**config.mk**
```make
export PLATFORM = sky130hd
export DESIGN_NAME = eba_master
export DESIGN_NICKNAME = d
export VERILOG_FILES = /design/src/hw/eba_master.v /design/src/hw/eba_arb.v /design/src/hw/eba_lane.v
export VERILOG_INCLUDE_DIRS = /design/src /design/src/hw
export SDC_FILE = /design/constraint.sdc
export NUM_CORES = 1
export LEC_CHECK = 0
export BUFFER_PORTS_ARGS = -buffer_cell sky130_fd_sc_hd__buf_2
export CAP_MARGIN = 40
export CORE_MARGIN = 3
export CORE_UTILIZATION = 49
export CTS_CLUSTER_SIZE = 28
export DETAILED_ROUTE_END_ITERATION = 16
export GPL_TIMING_DRIVEN = 0
export HOLD_SLACK_MARGIN = 0.1
export PLACE_DENSITY_LB_ADDON = 0.25
export SLEW_MARGIN = 10
export SYNTH_ARGS = -nofsm -noshare
export SYNTH_HDL_FRONTEND = slang
export SYNTH_HIERARCHICAL = 1
export SYNTH_SLANG_ARGS = --single-unit
```
**constraint.sdc**
```tcl
create_clock -name mclk_i -period 5.1 [get_ports mclk_i]
set_input_delay 0.255 -clock mclk_i [delete_from_list [all_inputs] [get_ports mclk_i]]
set_output_delay 0.255 -clock mclk_i [all_outputs]
set_load 0.03 [all_outputs]
```
**src/hw/eba_defs.vh**
```
// Notes on behaviour
// - Request bus when unparked, needed, ungranted, not starting
// - Take mastership only on qualified grant
// - No start while other master holds busy, unless grant was qualified last cycle
// - Drop request when own cycle starts
// - Requalify grant only at tenure completion
// - Ignore grant between start and address ack
// - Grant qualified last cycle still valid
// - Assert busy per cycle, hold across halves
// - Drive busy negated half clock, then release (code drives it negated two clocks)
// - Cancel reservation suppresses store-conditional cycles
// - Start strobe one clock, phase until ack
// - Drive address after grant, release when idle
// - Word address; lane two carries address bit on 16-bit port
// - Write/read high for read, held per phase
// - Burst attribute kept on inhibited decomposed beats
// - Lane enables per port width and size
// - Early address ack allows pipelined next phase
// - OR internal ack with external pin
// - Hold address and attributes until ack
`ifndef EBA_DEFS_VH
`define EBA_DEFS_VH
`define EBA_ADDR_W 30
`define EBA_BE_W 4
`define EBA_ST_IDLE 2'h0
`define EBA_ST_ADDR 2'h1
`define EBA_ST_DATA 2'h2
`define EBA_ST_REL 2'h3
`define EBA_LANE_A30 2
`define EBA_LANE_SIZE 3
`define EBA_LANE_B0 0
`define EBA_LANE_B1 1
`define EBA_SZ_BYTE 2'h0
`define EBA_SZ_HALF 2'h1
`define EBA_SZ_WORD 2'h2
`define EBA_LANES_FIRST_HALF 4'hc
`define EBA_LANES_SECOND_HALF 4'h3
`endif

```
**src/hw/eba_master.v**
```verilog
`include "eba_defs.vh"
module eba_master (
  input wire mclk_i,
  input wire rst_i,
  input wire req_valid_i,
  output wire req_ready_o,
  input wire [31:0] req_addr_i,
  input wire req_read_i,
  input wire req_burst_i,
  input wire [1:0] req_size_i,
  input wire req_port16_i,
  input wire req_stcx_i,
  input wire parked_i,
  output reg stcx_fail_o,
  input wire bus_grant_n_i,
  input wire bus_busy_n_i,
  input wire cancel_reservation_n_i,
  input wire address_ack_n_i,
  input wire int_address_ack_i,
  input wire address_retry_n_i,
  input wire transfer_error_ack_n_i,
  input wire data_done_i,
  input wire burst_inhibit_n_i,
  output wire bus_request_n_o,
  output reg bus_busy_n_o,
  output reg bus_busy_oe_n_o,
  output reg transfer_start_n_o,
  output reg [`EBA_ADDR_W-1:0] addr_o,
  output reg write_read_o,
  output reg burst_n_o,
  output reg [`EBA_BE_W-1:0] byte_lane_enable_n_o,
  output reg attr_oe_n_o,
  output reg addr_done_o
);
  reg [1:0] st_q;
  reg half_q;
  reg split_q;
  reg inh_q;
  wire qual;
  wire [`EBA_BE_W-1:0] lanes;
  // internal ack ORed, never driven out
  wire ack = !address_ack_n_i || int_address_ack_i;
  wire retry = !address_retry_n_i;
  wire terr = !transfer_error_ack_n_i;
  wire tenure = (st_q == `EBA_ST_ADDR);
  wire own = (st_q == `EBA_ST_DATA) && !bus_busy_oe_n_o;
  // store-conditional with cancel is not issued
  wire cancel = req_stcx_i && !cancel_reservation_n_i;
  wire start_ok = (st_q == `EBA_ST_IDLE || st_q == `EBA_ST_DATA
                   || st_q == `EBA_ST_REL);
  wire start = start_ok && req_valid_i && !cancel && qual && !split_q;
  assign req_ready_o = start || (start_ok && req_valid_i && qual && cancel);
  eba_arb u_arb (
    .mclk_i(mclk_i),
    .rst_i(rst_i),
    .need_i(req_valid_i || split_q),
    .parked_i(parked_i),
    .bus_grant_n_i(bus_grant_n_i),
    .bus_busy_n_i(bus_busy_n_i),
    .own_busy_i(own),
    .tenure_i(tenure),
    .starting_i(start),
    .qual_o(qual),
    .bus_request_n_o(bus_request_n_o)
  );
  eba_lane u_lane (
    .port16_i(req_port16_i),
    .low_addr_i(req_addr_i[1:0]),
    .size_i(req_size_i),
    .lane_n_o(lanes)
  );
  always @(posedge mclk_i) begin
    if (rst_i) begin
      st_q <= `EBA_ST_IDLE;
      half_q <= 1'b0;
      split_q <= 1'b0;
      inh_q <= 1'b0;
      stcx_fail_o <= 1'b0;
      bus_busy_n_o <= 1'b1;
      bus_busy_oe_n_o <= 1'b1;
      transfer_start_n_o <= 1'b1;
      addr_o <= {`EBA_ADDR_W{1'b0}};
      write_read_o <= 1'b1;
      burst_n_o <= 1'b1;
      byte_lane_enable_n_o <= {`EBA_BE_W{1'b1}};
      attr_oe_n_o <= 1'b1;
      addr_done_o <= 1'b0;
    end else begin
      transfer_start_n_o <= 1'b1;
      addr_done_o <= 1'b0;
      stcx_fail_o <= req_ready_o && cancel;
      half_q <= 1'b0;
      if (start) begin
        // one-clock start with busy, drive address and attributes
        transfer_start_n_o <= 1'b0;
        bus_busy_n_o <= 1'b0;
        bus_busy_oe_n_o <= 1'b0;
        attr_oe_n_o <= 1'b0;
        addr_o <= req_addr_i[31:2];
        write_read_o <= req_read_i;
        burst_n_o <= !(req_burst_i || inh_q);
        byte_lane_enable_n_o <= lanes;
        split_q <= req_port16_i && !req_burst_i && (req_size_i == `EBA_SZ_WORD);
        st_q <= `EBA_ST_ADDR;
      end else begin
        case (st_q)
          `EBA_ST_ADDR: begin
            // hold attributes until ack, retry/error also end phase
            if (retry || terr) begin
              st_q <= `EBA_ST_REL;
              bus_busy_n_o <= 1'b1;
              half_q <= 1'b1;
            end else if (ack) begin
              addr_done_o <= 1'b1;
              inh_q <= !burst_inhibit_n_i && !burst_n_o;
              // pipelining: next start allowed in data state
              st_q <= `EBA_ST_DATA;
            end
          end
          `EBA_ST_DATA: begin
            if (data_done_i || terr) begin
              if (split_q) begin
                split_q <= 1'b0;
                // second half differs only in the lane-two address bit
                byte_lane_enable_n_o[`EBA_LANE_A30] <= 1'b1;
                transfer_start_n_o <= 1'b0;
                st_q <= `EBA_ST_ADDR;
              end else begin
                bus_busy_n_o <= 1'b1;
                half_q <= 1'b1;
                st_q <= `EBA_ST_REL;
                if (burst_n_o) inh_q <= 1'b0;
              end
            end
          end
          `EBA_ST_REL: begin
            if (!half_q) begin
              bus_busy_oe_n_o <= 1'b1;
              attr_oe_n_o <= 1'b1;
              st_q <= `EBA_ST_IDLE;
            end
          end
          default: st_q <= `EBA_ST_IDLE;
        endcase
      end
    end
  end
endmodule

```
**src/hw/eba_arb.v**
```verilog
`include "eba_defs.vh"
module eba_arb (
  input wire mclk_i,
  input wire rst_i,
  input wire need_i,
  input wire parked_i,
  input wire bus_grant_n_i,
  input wire bus_busy_n_i,
  input wire own_busy_i,
  input wire tenure_i,
  input wire starting_i,
  output wire qual_o,
  output reg bus_request_n_o
);
  reg qual_q;
  // qualified grant, busy of another master blocks
  wire qual_now = !bus_grant_n_i && (bus_busy_n_i || own_busy_i) && !tenure_i;
  assign qual_o = qual_now || (qual_q && !tenure_i);
  always @(posedge mclk_i) begin
    if (rst_i) begin
      qual_q <= 1'b0;
      bus_request_n_o <= 1'b1;
    end else begin
      qual_q <= qual_now;
      bus_request_n_o <= !(need_i && !parked_i && bus_grant_n_i && !starting_i);
    end
  end
endmodule

```
**src/hw/eba_lane.v**
```verilog
`include "eba_defs.vh"
module eba_lane (
  input wire port16_i,
  input wire [1:0] low_addr_i,
  input wire [1:0] size_i,
  output reg [`EBA_BE_W-1:0] lane_n_o
);
  always @* begin
    lane_n_o = {`EBA_BE_W{1'b1}};
    if (port16_i) begin
      // 16-bit port lanes, address bit on lane two
      lane_n_o[`EBA_LANE_B0] = (size_i == `EBA_SZ_BYTE) ? low_addr_i[0] : 1'b0;
      lane_n_o[`EBA_LANE_B1] = (size_i == `EBA_SZ_BYTE) ? !low_addr_i[0] : 1'b0;
      lane_n_o[`EBA_LANE_A30] = low_addr_i[1];
      lane_n_o[`EBA_LANE_SIZE] = (size_i != `EBA_SZ_WORD);
    end else begin
      case (size_i)
        `EBA_SZ_BYTE: lane_n_o[low_addr_i] = 1'b0;
        `EBA_SZ_HALF: lane_n_o = low_addr_i[1] ? `EBA_LANES_SECOND_HALF : `EBA_LANES_FIRST_HALF;
        default: lane_n_o = {`EBA_BE_W{1'b0}};
      endcase
    end
  end
endmodule

```
=== Yosys cells after proc, flatten, opt, wreduce, memory -nomap -nowiden ===
Cells that the tools add are included.

* Equal/unequal tests: 19
* Mux-type cells: 43
* Reduce and logical (&&, ||, !) cells: 63
* $lt $le $gt $ge: 2
* Bitwise gates (word level): 3

{| class="wikitable"
|+ Operator list
! cell !! count
|-
| 1-bit 2-to-1 mux || 30
|-
| 1-bit logical AND || 19
|-
| 1-bit zero test || 17
|-
| 2-bit inequality test (second input constant) || 6
|-
| 3-bit inequality test (second input constant) || 4
|-
| 1-bit logical OR || 10
|-
| 2-bit 2-to-1 mux || 5
|-
| 2-bit nonzero test || 5
|-
| 3-bit AND reduction || 3
|-
| 4-bit 2-to-1 mux || 2
|-
| 4-bit case mux with 2 select lines || 1
|-
| 7-bit AND reduction || 1
|-
| 2-bit equality test (second input constant) || 3
|-
| 1-bit case mux with 2 select lines || 3
|-
| 2-bit case mux with 3 select lines || 1
|-
| 2-bit by 1-bit equality test with 1-bit output (second input constant) || 2
|-
| 2-bit zero test || 2
|-
| 2-bit by 1-bit inequality test with 1-bit output (second input constant) || 2
|-
| 4-bit inequality test (second input constant) || 1
|-
| 4-bit NOT || 1
|-
| 2-bit AND reduction || 2
|-
| 4-bit AND reduction || 1
|-
| 4-bit OR reduction || 1
|-
| 2-bit by 3-bit less-than comparator with 1-bit output (second input constant) || 1
|-
| 6 further kinds || 7
|}

* Logic and storage cells: 147
* Input bits: 51
* Register bits: 48
* Output and inout bits: 44

=== Logic depth before layout (Yosys ltp) ===
Gate-level depths: netlist of run 1.

* Depth in word-level cells: 11
* Depth in mapped cells: 12
* Gate-level depth less buffers: 11

=== By module ===
The synthesis of run 1 kept the hierarchy.

{| class="wikitable"
|+ By module, submodules not included
! module !! area an instance (sq um) !! instances !! cells an instance !! sequential area each (sq um)
|-
| eba_master || 1,884.3 || 1 || 226 || 920.9
|-
| eba_arb || 80.1 || 1 || 8 || 40.0
|-
| eba_lane || 67.6 || 1 || 11 || 0.0
|}

=== Worst setup path after synthesis of run 1 ===
OpenSTA, ideal clock, no wires.

* Path kind: register -> register
* From: register st_q[0]
* To: register addr_o[10]
* Slack: 3.056 ns
* Clock period less this slack: 2.044 ns
* Library setup time: 0.132 ns
* Cell stages (with the launch flop): 13
* Path buffers: 2
* Required time: 4.968 ns
* Arrival time: 1.912 ns
* Cell sequence: dfxtp_1 -> inv_1 -> ha_1 -> inv_1 -> nor2_1 -> o21bai_1 -> a21oi_1 -> nand3b_1 -> or3_4 -> buf_6 -> buf_2 -> nand2_1 -> a21oi_1

* Longest elaborated chain between the ends: 8
* Elaborated cells between the ends (all ways): 17
* Classes of those cells: eq/ne: 3; reduce/logical: 14

{| class="wikitable"
|+ RTL lines
! what !! RTL line !! text
|-
| from (decl) || eba_master.v:35 || <nowiki>reg [1:0] st_q;</nowiki>
|-
| from (signal assigned) || eba_master.v:74 || <nowiki>st_q <= `EBA_ST_IDLE;</nowiki>
|-
| from (signal assigned) || eba_master.v:104 || <nowiki>st_q <= `EBA_ST_ADDR;</nowiki>
|-
| from (signal assigned) || eba_master.v:110 || <nowiki>st_q <= `EBA_ST_REL;</nowiki>
|-
| 2-bit equality test || n/a ||
|-
| 1-bit logical AND || eba_master.v:46 || <nowiki>wire own = (st_q == `EBA_ST_DATA) && !bus_busy_oe_n_o;</nowiki>
|-
| net own || eba_master.v:46 ||
|-
| 1-bit logical OR || eba_arb.v:17 || <nowiki>wire qual_now = !bus_grant_n_i && (bus_busy_n_i || own_busy_i) && !tenure_i;</nowiki>
|-
| 1-bit logical AND (2 in a row) || eba_arb.v:17 ||
|-
| 1-bit logical OR || eba_arb.v:18 || <nowiki>assign qual_o = qual_now || (qual_q && !tenure_i);</nowiki>
|-
| net qual || eba_master.v:39 || <nowiki>wire qual;</nowiki>
|-
| 1-bit logical AND (2 in a row) || eba_master.v:51 || <nowiki>wire start = start_ok && req_valid_i && !cancel && qual && !split_q;</nowiki>
|-
| to (signal assigned) || eba_master.v:82 || <nowiki>addr_o <= {`EBA_ADDR_W{1'b0}};</nowiki>
|-
| to (signal assigned) || eba_master.v:99 || <nowiki>addr_o <= req_addr_i[31:2];</nowiki>
|-
| to (decl) || eba_master.v:28 || <nowiki>output reg [`EBA_ADDR_W-1:0] addr_o,</nowiki>
|}

The timed path passes the listed nets, and every way through them passes these cells.
A chain may end at the register's enable or synchronous reset.

=== Worst setup path in the final report of run 1 ===
* From: register st_q[0]
* To: register addr_o[18]

Same word-level chain as after synthesis.

==> flow_summary_export.csv, run 1 <==
group,metric,value,unit
status,outcome,"completed",
sta,tns,0,ns
synth,yosys_register_bits,48,
routing,drt_iter0_markers,92,
sta,fmax,431,MHz
place,gp_congestion,0.760,
routing,wire_per_inst,12.6,um
die,dieWidth,70.4,um
synth,ys.flop_type,"dfxtp_1",
die,dieArea,4960,um2
pwr,p_per_area,283,nW/um2
synth,syn_avg_cell_area,8.29,um2
worst_setup_path,worstPathArrival,2.48,ns
synth,synthArstFlopShare,0,
synth,yosysSeqAreaShare,0.473,
pwr,combPwrFrac,0.163,
pwr,p_leak,1.23,nW
synth,synthesis.nets,300,
grt,antenna_found_initial,0,
worst_setup_path,worst-endpoint-required,5.26,ns
synth,synth_warnings,6,
finish,largest_register_ff_count,30,
sta,slew_headroom,0.656,
clock_tree,cts_resized,0,
routing,ant_nets,0,
pwr,swShare,0.276,
sta,fin_crit,2.32,ns
sta,timing.final.crit_share,0.455,
clock_tree,cts_setup_buffers,0,
clock_tree,clk_path_buf_depth,2,
clock_tree,cts_buffers,5,
worst_setup_path,reg2regPathDepth,12,
routing,routed_via_density,4.89,
sta,finalHoldViolations,0,
grt,grt_pass1_wl,8050,um
clock_tree,clk_pin_slew_worst_paths,0.09,ns
worst_setup_path,setup.worst_path.class,"register to register",
clock_tree,h-tree-depth,2,
place,portBuffers,94,
pwr,power,0.754,mW
min_path,hold_class,"primary input to register",
finish,diodes,0,
place,dp_hpwl,3840,um
die,boundaryPins,95,
grt,grt_start_max_net_pins,16,
worst_setup_path,r2r-start,"st_q[0]",
worst_setup_path,slowest_stage,"or3_4",
worst_setup_path,crit_end,"addr_o[18]",
sta,worst_pin_slew,0.516,ns
clock_tree,holdBufCountCts,0,
synth,yosys.area.top_type,"dfxtp_1",
routing,wirelength,4960,um
grt,grt_use_total,0.199,
pwr,p_seq_frac,0.526,
worst_setup_path,r2r_end,"addr_o[18]",
worst_setup_path,worstSetupStartpointType,"register",
worst_setup_path,crit_chain,"inv_1 -> ha_1 -> inv_1 -> nor2_1 -> o21bai_1 -> a21oi_1 -> nand3b_1 -> or3_4 -> buf_6 -> buf_2 -> nand2_1 -> a21oi_1",
pwr,switchingPower,0.208,mW
finish,regMostFlops,"addr_o",
die,dieHeight,70.4,um
min_path,holdPathStages,3,
sta,drv_slew,0,
worst_setup_path,cp-end-kind,"register",
grt,grt_pass1_vias,1773,
synth,synth_area,2030,um2
clock_tree,numClockSinks,48,
synth,synth_top_area_frac,0.473,
pwr,power_frac_clock,0.311,
clock_tree,cts-root-buf,"clkbuf_8",
die,coreArea,3830,um2
finish,reg.largest.list,"addr_o (30), byte_lane_enable_n_o (4), st_q (2)",
clock_tree,clock_latency,0.29,ns
worst_setup_path,cp_slowest_stage_delay,0.41,ns
sta,clock_skew,0.00517,ns
sta,setup_viol,0,
finish,area_growth,30.9,%
finish,drive_above_1_share,0.340,
worst_setup_path,path_max_fanout,10,
pwr,irDropWorstVdd,0.000196,V
flow_run,max_cap_viol_count,0,
routing,drc,0,
synth,synth_edf_count,0,
die,start_util,0.531,
routing,dr.pass1.iters,4,
die,fp-row-count,22,
clock_tree,cts_tree,"done",
grt,gr-total-overflow,0,
synth,yosysUniqueCellTypes,39,
synth,netlist_instances,245,
finish,final_nets,401,
worst_setup_path,rrSetupSlack,2.78,ns
worst_setup_path,cp-startpoint,"st_q[0]",
pwr,intPower,0.546,mW
routing,vias,1933,
synth,synth_area_leaders,"dfxtp_1, nand2_1, a21oi_1",
sta,grt_setup_unrepaired,"false",
finish,final_cells,395,
place,placed_cells,387,
-- Yosys cell counts (2+ instances only) --
cell / count
o21ai_0: 4
nor2b_1: 4
a21oi_1: 41
ha_1: 4
o21a_1: 2
clkbuf_1: 6
nand3b_1: 5
dfxtp_1: 48
buf_2: 3
nor3_1: 4
or2_2: 2
mux2i_1: 3
inv_1: 8
nand2b_1: 6
buf_6: 5
nand2_1: 72
o21bai_1: 4
nor2_1: 3
-- final cells by class --
| class | instances | area, um2 |
|---|---|---|
| clock inverters | 2 | 15.0 |
| plain buffers | 15 | 101 |
| flip-flops and latches | 48 | 961 |
| clock buffers | 6 | 82.6 |
| fillers | 334 | 1170 |
| repair buffers | 94 | 470 |
| multi-input cells | 173 | 935 |
| well taps | 48 | 60.1 |
| inverters | 9 | 35.0 |
-- worst min-delay path by stage --
stage                     slack, ns      endpoint  startpoint
final                          0.17  write_read_o  req_read_i
after global routing           0.18  write_read_o  req_read_i
after CTS                      0.17  write_read_o  req_read_i
after detailed placement       0.44     addr_o[7]   addr_o[7]
after global placement         0.44    addr_o[12]  addr_o[12]
after floorplan                0.33  u_arb/qual_q       rst_i
-- worst max-delay path, delay by kind of cell (launching register included) --
| family | cells | cell delay (ns) |
|---|---|---|
| simple gates | 4 | 0.73 |
| buf+inv | 4 | 0.50 |
| fa+ha+maj | 1 | 0.30 |
| flops | 1 | 0.36 |
| compound gates | 3 | 0.31 |
-- layout by cell type (no fill, tap or decap), types with 2 or more instances in the layout --
master and instances:
buf_6 5, nand2_1 72, or2_2 2, o21a_1 2, o21bai_1 4, ha_1 4
mux2i_1 3, clkbuf_1 6, clkinvlp_4 2, nor3_1 4, inv_1 8, dfxtp_1 48
nand3b_1 5, nor2_1 3, nor2b_1 4, buf_2 97, a21oi_1 41, clkbuf_8 6
nand2b_1 6, o21ai_0 4
-- power by group through the flow --
stage	clock network, mW	registers [mW]	logic [mW]
2_1_floorplan	0	0.433	0.0483
3_3_place_gp	0	0.404	0.121
3_5_place_dp	0	0.405	0.123
4_1_cts	0.240	0.397	0.123
5_1_grt	0.254	0.399	0.135
6_report	0.235	0.397	0.123
-- routing by layer --
layer / share of wire / track usage
met5: 0 / 0
met4: 0.0044 / 0.0383
met1: 0.45 / 0.266
met3: 0.069 / 0.0446
met2: 0.48 / 0.327
-- kinds of logic (layout without fill, tap and decap cells) --
group,count (synthesis),after routing,share of synthesized area
simple gates,108,108,0.256
flops,48,48,0.473
mux,3,3,0.0148
buf+inv,24,126,0.0671
compound gates,58,58,0.165
fa+ha+maj,4,4,0.0246
-- per-stage QoR --
step | util | worst slack (ns) | area [um2] | hold WS, ns
after floorplan | - | 3.06 | 2030 | 0.332
after global placement | 0.670 | 2.83 | 2560 | 0.439
after detailed placement | 0.670 | 2.78 | 2560 | 0.443
after CTS | 0.695 | 2.77 | 2660 | 0.166
after global routing | 0.695 | 2.52 | 2660 | 0.179
final | 0.695 | 2.78 | 2660 | 0.171
Note: power is estimated with default switching activity, not from simulation.
==> inputs of run 2 (changes only) <==
--- a/config.mk
+++ b/config.mk
@@ -9,7 +9,7 @@
 export BUFFER_PORTS_ARGS = -buffer_cell sky130_fd_sc_hd__buf_2
 export CAP_MARGIN = 40
 export CORE_MARGIN = 3
-export CORE_UTILIZATION = 49
+export CORE_UTILIZATION = 41
 export CTS_CLUSTER_SIZE = 28
 export DETAILED_ROUTE_END_ITERATION = 16
 export GPL_TIMING_DRIVEN = 0
==> constraint.sdc (replaced) <==
create_clock -name mclk_i -period 1.9 [get_ports mclk_i]
set_input_delay 0.095 -clock mclk_i [delete_from_list [all_inputs] [get_ports mclk_i]]
set_output_delay 0.095 -clock mclk_i [all_outputs]
set_load 0.03 [all_outputs]
==> run 2 against run 1 <==
  * The flow now finishes with violations (setup timing)
  * Sequential power rose to 2.7 times the previous value
  * Flip-flop and latch count did not move
  * Clock skew rose by 0.0012 ns
  * Via count rose by 13%
  * Sequential share of layout area fell by 7.2 points
  * Setup slack got worse by 2.9 ns
  * Register-to-register slack got worse by 2.9 ns
  * Clock-buffer cell count did not move
  * Cell count rose by 16%
  * Combinational power rose to 3.7 times the previous value
  * Critical endpoint is now addr_o[14]
==> flow_summary_export.csv, run 2 (same netlist as run 1, synthesis figures left out) <==
group,metric,value,unit
clock_tree,cts_tree,"done",
die,boundaryPins,95,
pwr,switchingPower,0.616,mW
finish,largest_register_ff_count,30,
routing,vias,2186,
sta,setup_slack,-0.104,ns
status,outcome,"finished with violations",
die,dieWidth,76.4,um
clock_tree,clk_path_buf_depth,2,
routing,dr.pass1.iters,4,
worst_setup_path,path_buf_inv,4,
worst_setup_path,cp_slowest_stage_delay,0.41,ns
min_path,hold_end,"u_arb/bus_request_n_o",
finish,drive_above_1_share,0.422,
worst_setup_path,worst-endpoint-required,2.07,ns
worst_setup_path,rrSetupSlack,-0.10,ns
pwr,swShare,0.284,
clock_tree,clk_pin_slew_worst_paths,0.09,ns
worst_setup_path,slowest_stage,"or3_4",
worst_setup_path,r2r-start,"st_q[0]",
finish,area_growth,64.3,%
routing,routed_via_density,4.77,
sta,slew_headroom,0.602,
pwr,p_per_area,649,nW/um2
sta,worst_pin_slew,0.597,ns
pwr,combPwrFrac,0.210,
sta,setup_viol,40,
die,fp-row-count,24,
pwr,power,2.17,mW
worst_setup_path,path_max_fanout,7,
finish,final_common_cell,"buf_2",
worst_setup_path,worstSetupStartpointType,"register",
grt,gr-total-overflow,0,
finish,multi_input_area,1080,um2
sta,drv_slew,0,
finish,final_nets,447,
grt,grt_start_max_net_pins,16,
grt,grt_use_total,0.203,
clock_tree,clock_latency,0.30,ns
worst_setup_path,setup.worst_path.class,"register to register",
finish,seq_area,966,um2
finish,reg.largest.list,"addr_o (30), byte_lane_enable_n_o (4), st_q (2)",
sta,finalHoldViolations,0,
worst_setup_path,reg2regPathDepth,12,
grt,grt_pass1_vias,2089,
place,dpl-instance-area,2600,um2
worst_setup_path,cp-startpoint,"st_q[0]",
worst_setup_path,crit_chain,"inv_4 -> ha_4 -> inv_2 -> nor2_2 -> o21bai_1 -> a21oi_1 -> nand3b_1 -> or3_4 -> buf_8 -> buf_8 -> nand2_2 -> a21oi_1",
worst_setup_path,path_delay_family,"simple AND/OR/NAND/NOR gates",
place,pre_cts_slack,-0.203,ns
sta,grt_setup_unrepaired,"true",
place,dp_hpwl,3780,um
pwr,power_frac_clock,0.297,
sta,fin_crit,2.00,ns
grt,antenna_found_initial,0,
routing,ant_nets,0,
worst_setup_path,cp-end-kind,"register",
die,coreArea,4560,um2
routing,drt_iter0_markers,136,
clock_tree,h-tree-depth,2,
pwr,p_seq_frac,0.492,
pwr,intPower,1.55,mW
clock_tree,numClockSinks,48,
min_path,hold_start,"bus_grant_n_i",
sta,timing.final.crit_share,1.05,
place,gp_congestion,0.795,
routing,wire_per_inst,13.4,um
finish,regMostFlops,"addr_o",
worst_setup_path,r2r_end,"addr_o[14]",
worst_setup_path,worstPathArrival,2.18,ns
status,violations,"setup timing",
clock_tree,cts_buffers,5,
flow_run,max_cap_viol_count,0,
finish,diodes,0,
clock_tree,cts-root-buf,"clkbuf_8",
finish,fillers,354,
sta,fmax,499,MHz
grt,grt_pass1_wl,9740,um
die,dieArea,5840,um2
place,portBuffers,94,
min_path,holdPathStages,3,
finish,finalInstanceArea,3340,um2
routing,wirelength,6150,um
finish,layout_common_cells,"buf_2, nand2_1, dfxtp_1, dlygate4sd3_1, a21oi_1",
pwr,p_leak,1.48,nW
pwr,irDropWorstVdd,0.000497,V
die,start_util,0.445,
routing,drc,0,
die,dieHeight,76.4,um
sta,clock_skew,0.00642,ns
min_path,hold_class,"primary input to register",
## run 2: cell types whose count changed in the layout (fill, tap and decap cells not counted), sizes merged
cell and change:
buf +10, clkinv -1, dlygate4sd3 +36, inv +1
## run 2: worst max path at each step
| stage | to | cells past startpoint |
|---|---|---|
| 6_report | addr_o[14] | 12 |
| 5_1_grt | addr_o[14] | 12 |
| 4_1_cts | addr_o[14] | 12 |
| 3_5_place_dp | addr_o[19] | 11 |
| 3_3_place_gp | addr_o[19] | 11 |
| 2_1_floorplan | addr_o[10] | 11 |
## run 2: layer usage
layer	vias up	global-route usage	wire length, um
li1	1107	-	-
met3	9	0.0378	320
met1	998	0.245	2640
met4	0	0.0779	82
met2	72	0.354	3110
met5	-	0	0
## run 2: tightest hold or removal path: cells and delay by family
family                 cells  cell delay [ns]
buffers and inverters      1             0.10
AND/OR/NAND/NOR            2             0.17
## run 2: final cells by class
cell class                 instances  share of cell area
clock buffer                       6              0.0247
clock inverter                     2             0.00450
buffer                            15              0.0420
tap                               65              0.0244
inverter                           9              0.0131
multi-input combinational        173               0.323
sequential                        48               0.289
timing repair buffer             140               0.279
## run 2: through the flow
step	instances	util	hold slack (ns)	TNS [ns]
2_1_floorplan	245	-	0.172	0
3_3_place_gp	404	0.570	0.297	-6.95
3_5_place_dp	404	0.570	0.305	-7.69
4_1_cts	456	0.701	0.112	-2.30
5_1_grt	458	0.732	0.0941	-6.29
6_report	458	0.732	0.0976	-2.21
## run 2: power by group through the flow
| stage | sequential [mW] | combinational, mW | clock (mW) |
|---|---|---|---|
| 4_1_cts | 1.06 | 0.423 | 0.652 |
| 3_3_place_gp | 1.09 | 0.331 | 0 |
| 5_1_grt | 1.07 | 0.489 | 0.701 |
| 2_1_floorplan | 1.16 | 0.132 | 0 |
| 6_report | 1.07 | 0.456 | 0.644 |
| 3_5_place_dp | 1.09 | 0.335 | 0 |
## run 2: repair_timing
action,4_1_cts,5_1_grt
endpoints found under the setup margin,45,46
endpoints found under the hold margin,35,0
hold buffers,36,0
pin swaps,28,10
setup buffers,5,2
resized for setup,31,34
gates cloned,3,0
